==> src/verilog/ovw_cfg.svh <==
// Offsets, field positions, reset values and codes of the overlay window registers
`ifndef OVW_CFG_SVH
`define OVW_CFG_SVH
`define OVW_ADDR_W 8
`define OVW_OFF_CONFIG 8'h10
`define OVW_OFF_HPOS 8'h58
`define OVW_OFF_VPOS 8'h5C
`define OVW_OFF_STATUS 8'h60
`define OVW_RST_WORD 32'h00000000
`define OVW_FLD_W 10
`define OVW_END_HI 25
`define OVW_END_LO 16
`define OVW_START_HI 9
`define OVW_START_LO 0
`define OVW_EN_BIT 19
`define OVW_ROT_HI 17
`define OVW_ROT_LO 16
`define OVW_BPP_HI 2
`define OVW_BPP_LO 0
`define OVW_WID_HI 15
`define OVW_HGT_HI 26
`define OVW_HGT_LO 16
`define OVW_LOG2_32 3'h5
`define OVW_RESP_OKAY 2'h0
`define OVW_RESP_SLVERR 2'h2
`endif

==> src/verilog/ovw_pkg.sv <==
// Types shared by the overlay window position logic
package ovw_pkg;
    // Rotation setting of the display pipeline
    typedef enum logic [1:0] {
        OVW_ROT_0 = 2'b00,
        OVW_ROT_90 = 2'b01,
        OVW_ROT_180 = 2'b10,
        OVW_ROT_270 = 2'b11
    } ovw_rot_t;
    // Colour depth code, value is log2 of bits per pixel
    typedef enum logic [2:0] {
        OVW_BPP_1 = 3'b000,
        OVW_BPP_2 = 3'b001,
        OVW_BPP_4 = 3'b010,
        OVW_BPP_8 = 3'b011,
        OVW_BPP_16 = 3'b100
    } ovw_bpp_t;
endpackage

==> src/verilog/ovw_window_regs.sv <==
// Overlay window position registers, AXI4-Lite slave and scan window compare
`timescale 1ns/100ps
`include "ovw_cfg.svh"

module ovw_window_regs
    import ovw_pkg::*;
(
    input wire logic mclk,
    input wire logic rst_n,
    input wire logic [31:0] s_axi_awaddr,
    input wire logic s_axi_awvalid,
    output logic s_axi_awready,
    input wire logic [31:0] s_axi_wdata,
    input wire logic [3:0] s_axi_wstrb,
    input wire logic s_axi_wvalid,
    output logic s_axi_wready,
    output logic [1:0] s_axi_bresp,
    output logic s_axi_bvalid,
    input wire logic s_axi_bready,
    input wire logic [31:0] s_axi_araddr,
    input wire logic s_axi_arvalid,
    output logic s_axi_arready,
    output logic [31:0] s_axi_rdata,
    output logic [1:0] s_axi_rresp,
    output logic s_axi_rvalid,
    input wire logic s_axi_rready,
    input wire logic frameStart,
    input wire logic scanValid,
    input wire logic [9:0] scanX,
    input wire logic [9:0] scanY,
    output logic overlayOn
);
    // ****************************************************************
    // Register storage
    // ****************************************************************
    logic [31:0] cfgR_r; // Config word, only used fields kept
    logic [31:0] hPos_r; // Horizontal bounds word
    logic [31:0] vPos_r; // Vertical bounds word
    logic [31:0] cfgAct_r; // Frame-latched copies used by the scan
    logic [31:0] hAct_r;
    logic [31:0] vAct_r;
    logic [15:0] widthPix_r; // Window width in pixels
    logic [10:0] heightLn_r; // Window height in lines
    logic overlaySel_r; // Overlay fetch select

    // ****************************************************************
    // AXI4-Lite write channel
    // ****************************************************************
    logic awGot_r; // Address captured
    logic wGot_r; // Data captured
    logic [`OVW_ADDR_W-1:0] wAddr_r;
    logic [31:0] wData_r;
    logic [3:0] wStrb_r;
    logic awready_r;
    logic wready_r;
    logic bvalid_r;
    logic [1:0] bresp_r;
    logic awUpperZero_r; // Upper address bits all zero
    wire awHs = s_axi_awvalid & awready_r;
    wire wHs = s_axi_wvalid & wready_r;
    wire doWrite = awGot_r & wGot_r & ~bvalid_r;
    wire bvalid_nxt = doWrite | (bvalid_r & ~s_axi_bready);
    wire awGot_nxt = (awGot_r | awHs) & ~doWrite;
    wire wGot_nxt = (wGot_r | wHs) & ~doWrite;
    wire awready_nxt = ~awGot_nxt & ~bvalid_nxt;
    wire wready_nxt = ~wGot_nxt & ~bvalid_nxt;

    // Byte lane mask, one lane per strobe bit
    logic [31:0] wMask;
    genvar gi;
    generate
        for (gi = 0; gi < 4; gi++) begin : g_lane
            assign wMask[gi*8 +: 8] = {8{wStrb_r[gi]}};
        end
    endgenerate

    // Field masks keep unused bits at zero
    localparam logic [31:0] POS_MASK = 32'h03FF03FF;
    localparam logic [31:0] CFG_MASK = 32'h00080007 | 32'h00030000;
    wire wrCfg = doWrite & (wAddr_r == `OVW_OFF_CONFIG);
    wire wrHpos = doWrite & (wAddr_r == `OVW_OFF_HPOS);
    wire wrVpos = doWrite & (wAddr_r == `OVW_OFF_VPOS);
    wire wrStat = doWrite & (wAddr_r == `OVW_OFF_STATUS);
    wire wrHit = wrCfg | wrHpos | wrVpos | wrStat;
    wire [31:0] cfg_nxt = ((cfgR_r & ~wMask) | (wData_r & wMask)) & CFG_MASK;
    wire [31:0] hPos_nxt = ((hPos_r & ~wMask) | (wData_r & wMask)) & POS_MASK;
    wire [31:0] vPos_nxt = ((vPos_r & ~wMask) | (wData_r & wMask)) & POS_MASK;

    // Handshake flops; address and data may arrive in either order
    always_ff @(posedge mclk) begin
        if (!rst_n) begin
            awGot_r <= 1'b0;
            wGot_r <= 1'b0;
            awready_r <= 1'b0;
            wready_r <= 1'b0;
            bvalid_r <= 1'b0;
        end else begin
            awGot_r <= awGot_nxt;
            wGot_r <= wGot_nxt;
            awready_r <= awready_nxt;
            wready_r <= wready_nxt;
            bvalid_r <= bvalid_nxt;
        end
    end

    // Payload capture, no reset needed on data path
    always_ff @(posedge mclk) begin
        if (awHs) begin
            wAddr_r <= s_axi_awaddr[`OVW_ADDR_W-1:0];
        end
        if (wHs) begin
            wData_r <= s_axi_wdata;
            wStrb_r <= s_axi_wstrb;
        end
        if (doWrite) begin
            // Upper address bits must be zero for a hit
            bresp_r <= (wrHit && awUpperZero_r) ? `OVW_RESP_OKAY : `OVW_RESP_SLVERR;
        end
    end

    // Upper address check held with the captured address
    always_ff @(posedge mclk) begin
        if (awHs) begin
            awUpperZero_r <= (s_axi_awaddr[31:`OVW_ADDR_W] == '0);
        end
    end

    // Register file; the status word is read-only, writes ignored
    always_ff @(posedge mclk) begin
        if (!rst_n) begin
            cfgR_r <= `OVW_RST_WORD;
            hPos_r <= `OVW_RST_WORD;
            vPos_r <= `OVW_RST_WORD;
        end else if (awUpperZero_r) begin
            if (wrCfg) begin
                cfgR_r <= cfg_nxt;
            end
            if (wrHpos) begin
                hPos_r <= hPos_nxt;
            end
            if (wrVpos) begin
                vPos_r <= vPos_nxt;
            end
        end
    end

    // ****************************************************************
    // AXI4-Lite read channel
    // ****************************************************************
    logic arready_r;
    logic rvalid_r;
    logic [31:0] rdata_r;
    logic [1:0] rresp_r;
    wire doRead = s_axi_arvalid & arready_r;
    wire rvalid_nxt = doRead | (rvalid_r & ~s_axi_rready);
    wire [`OVW_ADDR_W-1:0] rAddr = s_axi_araddr[`OVW_ADDR_W-1:0];
    wire rUpperZero = (s_axi_araddr[31:`OVW_ADDR_W] == '0);
    wire [31:0] statWord = {5'h00, heightLn_r, widthPix_r};
    // Read mux; unmapped addresses read zero with an error
    wire rHitCfg = rUpperZero & (rAddr == `OVW_OFF_CONFIG);
    wire rHitH = rUpperZero & (rAddr == `OVW_OFF_HPOS);
    wire rHitV = rUpperZero & (rAddr == `OVW_OFF_VPOS);
    wire rHitS = rUpperZero & (rAddr == `OVW_OFF_STATUS);
    wire rHit = rHitCfg | rHitH | rHitV | rHitS;
    wire [31:0] rMux = rHitCfg ? cfgR_r :
                       rHitH ? hPos_r :
                       rHitV ? vPos_r :
                       rHitS ? statWord : `OVW_RST_WORD;

    // Read handshake; one read in flight at a time
    always_ff @(posedge mclk) begin
        if (!rst_n) begin
            arready_r <= 1'b0;
            rvalid_r <= 1'b0;
            rdata_r <= `OVW_RST_WORD;
            rresp_r <= `OVW_RESP_OKAY;
        end else begin
            arready_r <= ~rvalid_nxt;
            rvalid_r <= rvalid_nxt;
            if (doRead) begin
                rdata_r <= rMux;
                rresp_r <= rHit ? `OVW_RESP_OKAY : `OVW_RESP_SLVERR;
            end
        end
    end

    // ****************************************************************
    // Active copies and derived window size
    // ****************************************************************
    wire ovw_rot_t rotAct = ovw_rot_t'(cfgAct_r[`OVW_ROT_HI:`OVW_ROT_LO]);
    wire [2:0] bppAct = cfgAct_r[`OVW_BPP_HI:`OVW_BPP_LO];
    // Shift that divides by 32/bpp; codes above 16 bpp clamp
    wire [2:0] stepShift = (bppAct > 3'(OVW_BPP_16)) ? 3'h1 : (`OVW_LOG2_32 - bppAct);
    wire swapAxes = rotAct[0]; // 90 and 270 swap the axes
    wire [9:0] hStartF = hAct_r[`OVW_START_HI:`OVW_START_LO];
    wire [9:0] hEndF = hAct_r[`OVW_END_HI:`OVW_END_LO];
    wire [9:0] vStartF = vAct_r[`OVW_START_HI:`OVW_START_LO];
    wire [9:0] vEndF = vAct_r[`OVW_END_HI:`OVW_END_LO];
    // Span of each field pair, counted inclusive
    wire [10:0] hSpan = 11'(hEndF) - 11'(hStartF) + 11'h001;
    wire [10:0] vSpan = 11'(vEndF) - 11'(vStartF) + 11'h001;
    wire [10:0] colSpan = swapAxes ? vSpan : hSpan;
    wire [10:0] lineSpan = swapAxes ? hSpan : vSpan;
    wire [15:0] width_nxt = 16'(colSpan) << stepShift;

    // Bounds latch only at frame start so a scan is never torn
    always_ff @(posedge mclk) begin
        if (!rst_n) begin
            cfgAct_r <= `OVW_RST_WORD;
            hAct_r <= `OVW_RST_WORD;
            vAct_r <= `OVW_RST_WORD;
            widthPix_r <= 16'h0000;
            heightLn_r <= 11'h000;
        end else begin
            if (frameStart) begin
                cfgAct_r <= cfgR_r;
                hAct_r <= hPos_r;
                vAct_r <= vPos_r;
            end
            widthPix_r <= width_nxt;
            heightLn_r <= lineSpan;
        end
    end

    // ****************************************************************
    // Scan compare
    // ****************************************************************
    // Pixel column to step units; lines are already one-line steps
    wire [9:0] stepX = scanX >> stepShift;
    // Unrotated: horizontal pair on columns, vertical pair on lines
    wire [9:0] colLo = swapAxes ? vStartF : hStartF;
    wire [9:0] colHi = swapAxes ? vEndF : hEndF;
    wire [9:0] lineLo = swapAxes ? hStartF : vStartF;
    wire [9:0] lineHi = swapAxes ? hEndF : vEndF;
    wire inCol = (stepX >= colLo) & (stepX <= colHi);
    wire inLine = (scanY >= lineLo) & (scanY <= lineHi);
    wire enAct = cfgAct_r[`OVW_EN_BIT];
    wire sel_nxt = scanValid & enAct & inCol & inLine;

    // Registered select keeps the output glitch free
    always_ff @(posedge mclk) begin
        if (!rst_n) begin
            overlaySel_r <= 1'b0;
        end else begin
            overlaySel_r <= sel_nxt;
        end
    end

    // ****************************************************************
    // Outputs
    // ****************************************************************
    assign s_axi_awready = awready_r;
    assign s_axi_wready = wready_r;
    assign s_axi_bvalid = bvalid_r;
    assign s_axi_bresp = bresp_r;
    assign s_axi_arready = arready_r;
    assign s_axi_rvalid = rvalid_r;
    assign s_axi_rdata = rdata_r;
    assign s_axi_rresp = rresp_r;
    assign overlayOn = overlaySel_r;
endmodule

==> config.mk <==
export PLATFORM = sky130hd
export DESIGN_NAME = ovw_window_regs
export DESIGN_NICKNAME = d
export VERILOG_FILES = /design/src/verilog/ovw_pkg.sv /design/src/verilog/ovw_window_regs.sv
export VERILOG_INCLUDE_DIRS = /design/src /design/src/verilog
export SDC_FILE = /design/constraint.sdc
export NUM_CORES = 1
export LEC_CHECK = 0
export ABC_AREA = 1
export BUFFER_PORTS_ARGS = -buffer_cell sky130_fd_sc_hd__buf_2
export CAP_MARGIN = 20
export CELL_PAD_IN_SITES_DETAIL_PLACEMENT = 0
export CELL_PAD_IN_SITES_GLOBAL_PLACEMENT = 2
export CORE_ASPECT_RATIO = 1.5
export CORE_MARGIN = 8
export CORE_UTILIZATION = 35
export DETAILED_ROUTE_END_ITERATION = 8
export PLACE_DENSITY_LB_ADDON = 0.1
export SKIP_LAST_GASP = 1
export SLEW_MARGIN = 20
export SYNTH_ARGS = -nofsm -noshare
export SYNTH_HDL_FRONTEND = slang
export SYNTH_SLANG_ARGS = --single-unit
==> constraint.sdc <==
create_clock -name mclk -period 4.3 [get_ports mclk]
set_input_delay 0 -clock mclk [delete_from_list [all_inputs] [get_ports mclk]]
set_output_delay 0 -clock mclk [all_outputs]
set_load 0.02 [all_outputs]
==> flow_metrics.py, run 1 <==
metrics = {
    "clock_tree": {
        "cts_setup_buffers": 0,
        "clock_path_buffers": 2,
        "h-tree-depth": 4,
        "tritoncts": "yes",
        "clk_pin_slew_ns": 0.08,
        "cts_root_buf": "clkbuf_16",
        "clock_sinks": 188,
        "clk_latency_ns": 0.46,
        "cts_buffers": 17,
    },
    "logic_synthesis": {
        "synthArstFlopShare_pct": 0,
        "synth-compound-area-share_pct": 17.2,
        "yosys_most_used_dff": "dfxtp_1",
        "synthCells": 1415,
        "synth_xor_xnor_area_share_pct": 0.500,
        "syn_area_sq_um": 10500,
        "synth-simple-area-share_pct": 25.4,
        "synth_cell_types": 46,
        "synth_top_family_by_area": "simple AND/OR/NAND/NOR gates",
        "muxShareOfSynthArea_pct": 0,
        "yosysSeqAreaShare_pct": 39.0,
        "synthAdderAreaFrac_pct": 9.66,
        "yosysWarnings": 0,
        "synth_edf_count": 34,
        "synth_area_per_cell_sq_um": 7.43,
        "ys_ff_latch": 188,
    },
    "setup_path": {
        "criticalPathCategory": "flip-flop to flip-flop",
        "r2r_start": "cfgAct_r[2]",
        "worst-path-max-fanout": 13,
        "critPathCaptureType": "flip-flop",
        "startpoint": "cfgAct_r[2]",
        "crit_arrival_ns": 3.49,
        "regToRegEndpoint": "overlayOn",
        "startpoint_type": "flip-flop",
        "ff2ff_path_depth": 15,
        "reg2reg_slack_ns": 1.20,
        "critPathRequiredTime_ns": 4.70,
        "endpoint": "overlayOn",
    },
    "grt": {
        "grt_antenna_before_repair": 0,
        "grtUsageTotal_pct": 20.6,
        "first_global_vias": 9819,
        "grt_pass1_wl_mm": 55.9,
        "grt_remaining_overflow": 0,
        "grt_max_degree": 103,
    },
    "placement": {
        "dp_hpwl_mm": 28.6,
        "port_buffers": 150,
        "placed_cells": 1913,
        "place_area_sq_um": 11500,
        "place.gp.congestion": 0.885,
    },
    "sta": {
        "fin_crit_sh_pct": 72.0,
        "holdWs_ns": 0.0554,
        "tightest_slew_ns": 0.964,
        "rsz0062_at_grt": "no",
        "tns_ns": 0,
        "period_needed_ns": 3.10,
        "setup_viol": 0,
        "slew_headroom_pct": 35.7,
        "drv_slew": 0,
        "fmax_mhz": 323,
        "skew_ns": 0.0135,
        "hold_viol_final": 0,
    },
    "power_and_ir_drop": {
        "total_power_w": 0.00448,
        "clockPowerShare_pct": 38.5,
        "p_seq_share_pct": 42.7,
        "leakage_nw": 5.70,
        "p_int_w": 0.00313,
        "p_sw_w": 0.00136,
        "p_per_area_nw_per_um2": 357,
        "vdd_drop_max_uv": 284,
        "pwr-share-comb_pct": 18.8,
        "swShare_pct": 30.3,
    },
    "floorplanning": {
        "core-area_sq_um": 30000,
        "row_count": 78,
        "fp.dieW_um": 158,
        "initial_core_util_pct": 35.1,
        "dieArea_sq_um": 36000,
        "ios": 171,
        "die_h_um": 228,
    },
    "route": {
        "dr_total_vias": 9627,
        "wirelength_mm": 36.3,
        "drt_iter0_drc": 445,
        "wl_per_cell_um": 18.3,
        "via_per_inst": 4.85,
        "antenna_left": 0,
        "drt_first_pass_iters": 5,
        "drcViolationCount": 0,
    },
    "flow_run": {
        "max_cap_viol_count": 0,
    },
    "status": {
        "outcome": "finished clean",
    },
    "min_path": {
        "hp-class": "input pin to flip-flop",
    },
    "cells_and_area": {
        "fin_area_sq_um": 12600,
        "areaGrowthSynthToFinish_pct": 19.5,
        "fin_nets": 1781,
        "final_cells": 1985,
        "antenna_cells": 0,
        "drive_gt1_share_pct": 15.1,
    },
}
cell families (layout without fill, tap and decap cells):
family | Yosys count | in the layout
AO/OA/AOI/OAI | 333 | 333
XOR/XNOR | 6 | 6
adder cells (fa/ha/maj) | 80 | 80
buffers and inverters | 208 | 369
flip-flops | 188 | 188
other | 1 | 10
AND/OR/NAND/NOR | 599 | 599
power groups by stage:
stage                     clock network, W  registers [W]  logic [W]
after floorplan                          0        0.00195   0.000553
after global placement                   0        0.00196   0.000819
after detailed placement                 0        0.00195   0.000820
after CTS                          0.00176        0.00192   0.000853
after global routing               0.00183        0.00192   0.000958
final                              0.00173        0.00192   0.000843
worst max-delay path: stages, from the launching register on:
cell,delay [ns]
dfxtp_1,0.34
inv_1,0.26
nand2_1,0.11
inv_1,0.34
nand2_1,0.09
nand2_1,0.09
o21ai_0,0.10
a221oi_1,0.71
ha_1,0.38
inv_1,0.06
nor2_1,0.03
o21ai_0,0.14
o211ai_1,0.10
nand2_1,0.11
nand3_1,0.08
nor2_1,0.09
final cells by class:
type                    count  area, sq um
clock buffers              18          429
clock inverters            14          208
fillers                  3217        17400
inverters                 137          514
multi-input cells        1028         5590
flip-flops and latches    188         4110
well taps                 400          500
repair buffers            200         1230
layer usage:
| metal | track usage [%] | part of all wire [%] | up-vias |
|---|---|---|---|
| met5 | 0 | 0 | - |
| met4 | 6.72 | 2.4 | 0 |
| met3 | 3.26 | 2.6 | 34 |
| met2 | 37.8 | 53 | 152 |
| met1 | 23.6 | 42 | 4402 |
| li1 | - | - | 5039 |
placed cells by master (no fill, tap or decap), types with 3 or more instances in the layout:
cell and n:
o22ai_1 3, a21oi_2 18, nand3_2 3, nor4_4 3, nor3_1 5, a31oi_1 5, inv_1 134, o211ai_1 5
or2_2 3, nor2_2 4, dlygate4sd3_1 40, inv_8 3, nand3b_1 20, nand4_1 9, nand2_2 5, conb_1 10
inv_6 3, a21oi_1 118, nor2_1 140, a211oi_1 11, buf_4 10, nand2_1 295, dfxtp_1 153, nor4_1 9
xor2_1 4, clkbuf_16 17, nor2_4 6, ha_1 78, edfxtp_1 34, o21ai_0 165, bufinv_16 3, nand3_1 92
buf_2 150
Yosys cell counts (8+ instances only):
cell,number,area [sq um]
clkbuf_1,41,154
nand3b_1,20,150
ha_1,78,976
dfxtp_1,154,3080
nand4_1,9,56.3
inv_1,134,503
nor4_1,9,56.3
a211oi_1,11,82.6
nor2_1,141,529
nand3_1,92,460
a21oi_2,18,158
buf_4,10,75.1
a21oi_1,118,591
nand2_1,295,1110
o21ai_0,165,826
buf_2,8,40.0
edfxtp_1,34,1020
how the worst min path moves through the flow:
| stage | startpoint | to | slack, ns | cells after the start |
|---|---|---|---|---|
| after floorplan | s_axi_awaddr[0] | wAddr_r[0] | 0.1 | 0 |
| after global placement | s_axi_awaddr[7] | wAddr_r[7] | 0.18 | 1 |
| after detailed placement | s_axi_awaddr[3] | wAddr_r[3] | 0.18 | 1 |
| after CTS | scanY[9] | overlayOn | 0.04 | 7 |
| after global routing | s_axi_awvalid | wAddr_r[0] | 0.11 | 3 |
| final | scanY[9] | overlayOn | 0.06 | 7 |
per-stage QoR:
| step | worst slack [ns] | utilization, % |
|---|---|---|
| floorplan | 2.03 | - |
| global placement | 1.20 | 38.5 |
| detailed placement | 1.16 | 38.5 |
| CTS | 1.15 | 41.9 |
| global route | 0.953 | 41.9 |
| finish | 1.20 | 41.9 |
repair_timing:
action | in CTS | in global routing
hold endpoints to repair | 43 | 0
hold buffers | 40 | 0
gates resized for setup | 0 | 0
Power figures use the tool's default switching activity.
==> run 2: changes to the inputs <==
--- a/config.mk
+++ b/config.mk
@@ -13,7 +13,7 @@
 export CELL_PAD_IN_SITES_GLOBAL_PLACEMENT = 2
 export CORE_ASPECT_RATIO = 1.5
 export CORE_MARGIN = 8
-export CORE_UTILIZATION = 35
+export CORE_UTILIZATION = 29
 export DETAILED_ROUTE_END_ITERATION = 8
 export PLACE_DENSITY_LB_ADDON = 0.1
 export SKIP_LAST_GASP = 1
==> constraint.sdc (replaced) <==
create_clock -name mclk -period 2.8 [get_ports mclk]
set_input_delay 0 -clock mclk [delete_from_list [all_inputs] [get_ports mclk]]
set_output_delay 0 -clock mclk [all_outputs]
set_load 0.02 [all_outputs]
==> run 2 against run 1 <==
  * Die area grew 19%
  * Via count grew 2.3%
  * Highest routed layer unchanged
  * Sequential share of layout area shrank 0.44 points
  * Sequential power grew 53%
  * Critical endpoint is now widthPix_r[3]
==> flow_metrics.py, run 2 (synthesis gave the netlist of run 1 again) <==
metrics = {
    "status": {
        "outcome": "finished clean",
    },
    "placement": {
        "place.gp.congestion": 0.814,
        "place_ws_ns": 0.0257,
        "dp_hpwl_mm": 31.2,
        "place_area_sq_um": 11800,
        "port_buffers": 150,
    },
    "sta": {
        "slew_headroom_pct": 47.5,
        "rsz0062_at_grt": "no",
        "setup_viol": 0,
        "tightest_slew_ns": 0.782,
        "period_needed_ns": 2.58,
        "fin_crit_sh_pct": 92.2,
        "layout_setup_ws_ns": 0.219,
        "fmax_mhz": 387,
        "skew_ns": 0.0111,
        "drv_slew": 0,
        "hold_viol_final": 0,
    },
    "setup_path": {
        "critPathRequiredTime_ns": 3.15,
        "slowest_delay_ns": 0.45,
        "criticalPathCategory": "flip-flop to flip-flop",
        "crit_arrival_ns": 2.93,
        "ff2ff_path_depth": 11,
        "critPathCaptureType": "flip-flop",
        "worst-path-max-fanout": 4,
        "slowest_stage": "o21ai_0",
        "crit_chain": "inv_1 > ha_1 > inv_1 > ha_1 > fa_1 > xnor2_1 > nand2_1 > o21ai_0 > o21ai_0 > nor2_1 > a211oi_1",
        "startpoint_type": "flip-flop",
    },
    "cells_and_area": {
        "fin_area_sq_um": 12700,
        "antenna_cells": 0,
        "fin_nets": 1796,
        "mostFrequentLayoutCells": "nand2_1 (294), o21ai_0 (164), dfxtp_1 (152)",
        "drive_gt1_share_pct": 16.1,
        "areaGrowthSynthToFinish_pct": 21.2,
        "final_common_cell": "nand2_1",
    },
    "clock_tree": {
        "clk_latency_ns": 0.45,
        "h-tree-depth": 4,
        "cts_buffers": 17,
        "cts_setup_buffers": 0,
        "tritoncts": "yes",
        "clk_pin_slew_ns": 0.08,
        "clock_sinks": 188,
        "clock_path_buffers": 2,
        "cts_root_buf": "clkbuf_16",
    },
    "floorplanning": {
        "row_count": 85,
        "dieArea_sq_um": 42700,
        "fp.dieW_um": 172,
        "ios": 171,
        "initial_core_util_pct": 29.3,
        "die_h_um": 249,
        "core-area_sq_um": 35800,
    },
    "grt": {
        "grt_max_degree": 103,
        "grt_pass1_wl_mm": 59.6,
        "grt_remaining_overflow": 0,
        "first_global_vias": 10100,
        "grt_antenna_before_repair": 0,
        "grtUsageTotal_pct": 18.6,
    },
    "min_path": {
        "hold_depth": 2,
        "hp-class": "input pin to flip-flop",
    },
    "power_and_ir_drop": {
        "vdd_drop_max_uv": 442,
        "p_per_area_nw_per_um2": 521,
        "leakage_nw": 5.75,
    },
    "route": {
        "antenna_left": 0,
        "wirelength_mm": 39.1,
        "drcViolationCount": 0,
        "drt_first_pass_iters": 6,
        "dr_total_vias": 9844,
        "via_per_inst": 4.74,
        "drt_iter0_drc": 475,
        "wl_per_cell_um": 18.8,
    },
    "flow_run": {
        "max_cap_viol_count": 0,
    },
}
## run 2: cell types whose count changed in the layout (fill, tap and decap cells not counted), sizes merged
cell and change:
bufinv -3, clkinv +3, buf +15
## run 2: final timing paths
check | slack (ns) | end | from
worst max-delay path | 0.22 | widthPix_r[3] | vAct_r[17]
worst min register to register | 0.46 | s_axi_rdata[15] | widthPix_r[15]
worst max register to register | 0.22 | widthPix_r[3] | vAct_r[17]
worst min-delay path | 0.008 | cfgAct_r[16] | frameStart
## run 2: power by group
part | leakage (nW) | internal [W] | switching, W
Combinational | 3.90 | 0.000490 | 0.000840
Clock | 0.272 | 0.00118 | 0.00119
Sequential | 1.57 | 0.00288 | 0.0000639
Total | 5.75 | 0.00454 | 0.00210
## run 2: what timing repair did
action                     CTS  global route
hold endpoints to repair    40             0
setup endpoints to repair    1             1
hold buffers                40             0
pin swaps                    0             0
resized for setup            1             5
## run 2: area by class of cell
cell class / instances / area (sq um)
timing repair buffer: 215 / 1360
multi-input combinational: 1028 / 5600
clock buffer: 18 / 429
fill: 3934 / 23100
tap: 478 / 598
sequential: 188 / 4110
clock inverter: 14 / 134
inverter: 137 / 514
## run 2: per-stage QoR
| stage | power, W | setup TNS, ns | std cells | hold WS [ns] | util (%) |
|---|---|---|---|---|---|
| after floorplan | 0.00384 | 0 | 1424 | 0.0989 | - |
| after global placement | 0.00431 | -0.0240 | 2006 | 0.176 | 32.8 |
| after detailed placement | 0.00431 | 0 | 2006 | 0.178 | 32.8 |
| after CTS | 0.00674 | 0 | 2078 | 0.000195 | 35.5 |
| after global routing | 0.00702 | 0 | 2078 | 0.0227 | 35.6 |
| final | 0.00664 | 0 | 2078 | 0.00805 | 35.6 |
## run 2: critical path, delay by kind of cell (launching register included)
| kind | cells | cell delay (ns) |
|---|---|---|
| DFF | 1 | 0.32 |
| adders and majority gates | 3 | 0.94 |
| and+or+nand+nor | 2 | 0.14 |
| xor gates and xnor gates | 1 | 0.18 |
| buffers and inverters | 2 | 0.12 |
| AOI/OAI and AO/OA | 3 | 0.79 |
## run 2: metal layers
layer  share of wire, %  vias up  track usage [%]
met1                 41     4526             20.5
met2                 53      208             34.3
met3                2.7       51             2.73
met4                3.7        0             7.90
li1                   -     5059                -
met5                  0        -                0
==> run 3: changes to the inputs <==
--- a/config.mk
+++ b/config.mk
@@ -16,6 +16,7 @@
 export CORE_UTILIZATION = 29
 export DETAILED_ROUTE_END_ITERATION = 8
 export PLACE_DENSITY_LB_ADDON = 0.1
+export RECOVER_POWER = 25
 export SKIP_LAST_GASP = 1
 export SLEW_MARGIN = 20
 export SYNTH_ARGS = -nofsm -noshare
==> run 3 against run 2 <==
  * Sequential share of layout area rose by 0.070 points
  * Fmax is 0.30% higher
  * Largest power group unchanged
  * Routed wire length shrank 0.15%
  * Sequential cell count stayed put
==> flow_metrics.py, run 3 (synthesis gave the netlist of run 1 again) <==
metrics = {
    "sta": {
        "drv_slew": 0,
        "layout_setup_ws_ns": 0.227,
        "skew_ns": 0.0108,
        "holdWs_ns": 0.0618,
        "slew_headroom_pct": 7.62,
        "period_needed_ns": 2.57,
        "fmax_mhz": 389,
        "hold_viol_final": 0,
        "setup_viol": 0,
        "tightest_slew_ns": 1.39,
        "tns_ns": 0,
        "rsz0062_at_grt": "no",
        "fin_crit_sh_pct": 91.9,
    },
    "placement": {
        "port_buffers": 150,
        "place.gp.congestion": 0.814,
        "dp_hpwl_mm": 31.2,
        "place_ws_ns": 0.0257,
        "place_area_sq_um": 11800,
        "placed_cells": 2006,
    },
    "route": {
        "via_per_inst": 4.73,
        "wl_per_cell_um": 18.8,
        "antenna_left": 0,
        "drt_first_pass_iters": 5,
        "wirelength_mm": 39.0,
        "drt_iter0_drc": 473,
        "drcViolationCount": 0,
        "maxUsedRoutingLayer": "met4",
        "wl_met2_mm": 20.6,
        "dr_total_vias": 9821,
        "drt-met1-wl_mm": 16.0,
        "wl_met3_mm": 1.03,
    },
    "cells_and_area": {
        "fin_nets": 1796,
        "final_common_cell": "nand2_1",
        "mostFrequentLayoutCells": "nand2_1 (295), o21ai_0 (164), dfxtp_1 (152)",
        "drive_gt1_share_pct": 14.9,
        "areaGrowthSynthToFinish_pct": 20.9,
        "antenna_cells": 0,
        "fin_area_sq_um": 12700,
        "final_cells": 2078,
    },
    "grt": {
        "grt_max_degree": 103,
        "grt_antenna_before_repair": 0,
        "grtUsageTotal_pct": 18.6,
        "grt_remaining_overflow": 0,
        "grt_pass1_wl_mm": 59.6,
        "first_global_vias": 10100,
    },
    "setup_path": {
        "critPathRequiredTime_ns": 3.14,
        "criticalPathCategory": "flip-flop to flip-flop",
        "startpoint": "vAct_r[17]",
        "worst-path-max-fanout": 4,
        "crit_arrival_ns": 2.92,
        "r2r_start": "vAct_r[17]",
        "startpoint_type": "flip-flop",
        "critPathCaptureType": "flip-flop",
    },
    "clock_tree": {
        "clock_sinks": 188,
        "clk_latency_ns": 0.45,
        "clock_path_buffers": 2,
        "cts_root_buf": "clkbuf_16",
        "cts_setup_buffers": 0,
        "h-tree-depth": 4,
        "tritoncts": "yes",
        "cts_buffers": 17,
        "clk_pin_slew_ns": 0.07,
    },
    "status": {
        "outcome": "finished clean",
    },
    "floorplanning": {
        "dieArea_sq_um": 42700,
        "ios": 171,
        "initial_core_util_pct": 29.3,
        "fp.dieW_um": 172,
        "core-area_sq_um": 35800,
        "die_h_um": 249,
        "row_count": 85,
    },
    "power_and_ir_drop": {
        "leakage_nw": 5.68,
        "p_per_area_nw_per_um2": 522,
        "vdd_drop_max_uv": 440,
    },
    "min_path": {
        "hold_start": "scanY[9]",
        "hp-class": "input pin to flip-flop",
    },
    "flow_run": {
        "max_cap_viol_count": 0,
    },
}
## run 3: through the flow
step / power [W] / util [%]
finish: 0.00664 / 35.5
global route: 0.00702 / 35.5
CTS: 0.00674 / 35.5
detailed placement: 0.00431 / 32.8
global placement: 0.00431 / 32.8
floorplan: 0.00384 / -
## run 3: path summary, 6_finish.rpt
kind	depth (start not counted)	end	slack (ns)
setup / recovery	11	widthPix_r[3]	0.23
hold / removal	7	overlayOn	0.06
setup reg to reg	11	widthPix_r[3]	0.23
hold reg to reg	2	s_axi_rdata[15]	0.46
## run 3: power by group
group | switching, W | internal (W)
Combinational | 0.000840 | 0.000488
Clock | 0.00119 | 0.00118
Sequential | 0.0000643 | 0.00288
## run 3: worst max-delay path, stage by stage, from the launching register on
cell and delay [ns]:
dfxtp_1 0.32, inv_1 0.08, ha_1 0.27, inv_1 0.04
ha_1 0.23, fa_1 0.43, xnor2_1 0.18, nand2_1 0.06
o21ai_0 0.11, o21ai_0 0.44, nor2_1 0.08, a211oi_1 0.23
## run 3: timing repair
action | in CTS | in global routing
hold buffers | 40 | 0
endpoints found under the hold margin | 40 | 0
endpoints found under the setup margin | 1 | 1
resized for setup | 1 | 5
## run 3: routing by layer
| metal | GRT usage (%) | up-vias |
|---|---|---|
| li1 | - | 5058 |
| met1 | 20.5 | 4520 |
| met2 | 34.3 | 192 |
| met3 | 2.73 | 51 |
| met4 | 7.90 | 0 |
| met5 | 0 | - |
## run 3: area by class of cell
| class | instances | area, sq um |
|---|---|---|
| clock buffer | 18 | 429 |
| clock inverter | 14 | 134 |
| fill | 3942 | 23100 |
| inverter | 137 | 514 |
| multi-input combinational | 1028 | 5600 |
| sequential | 188 | 4110 |
| tap | 478 | 598 |
| timing repair buffer | 215 | 1340 |
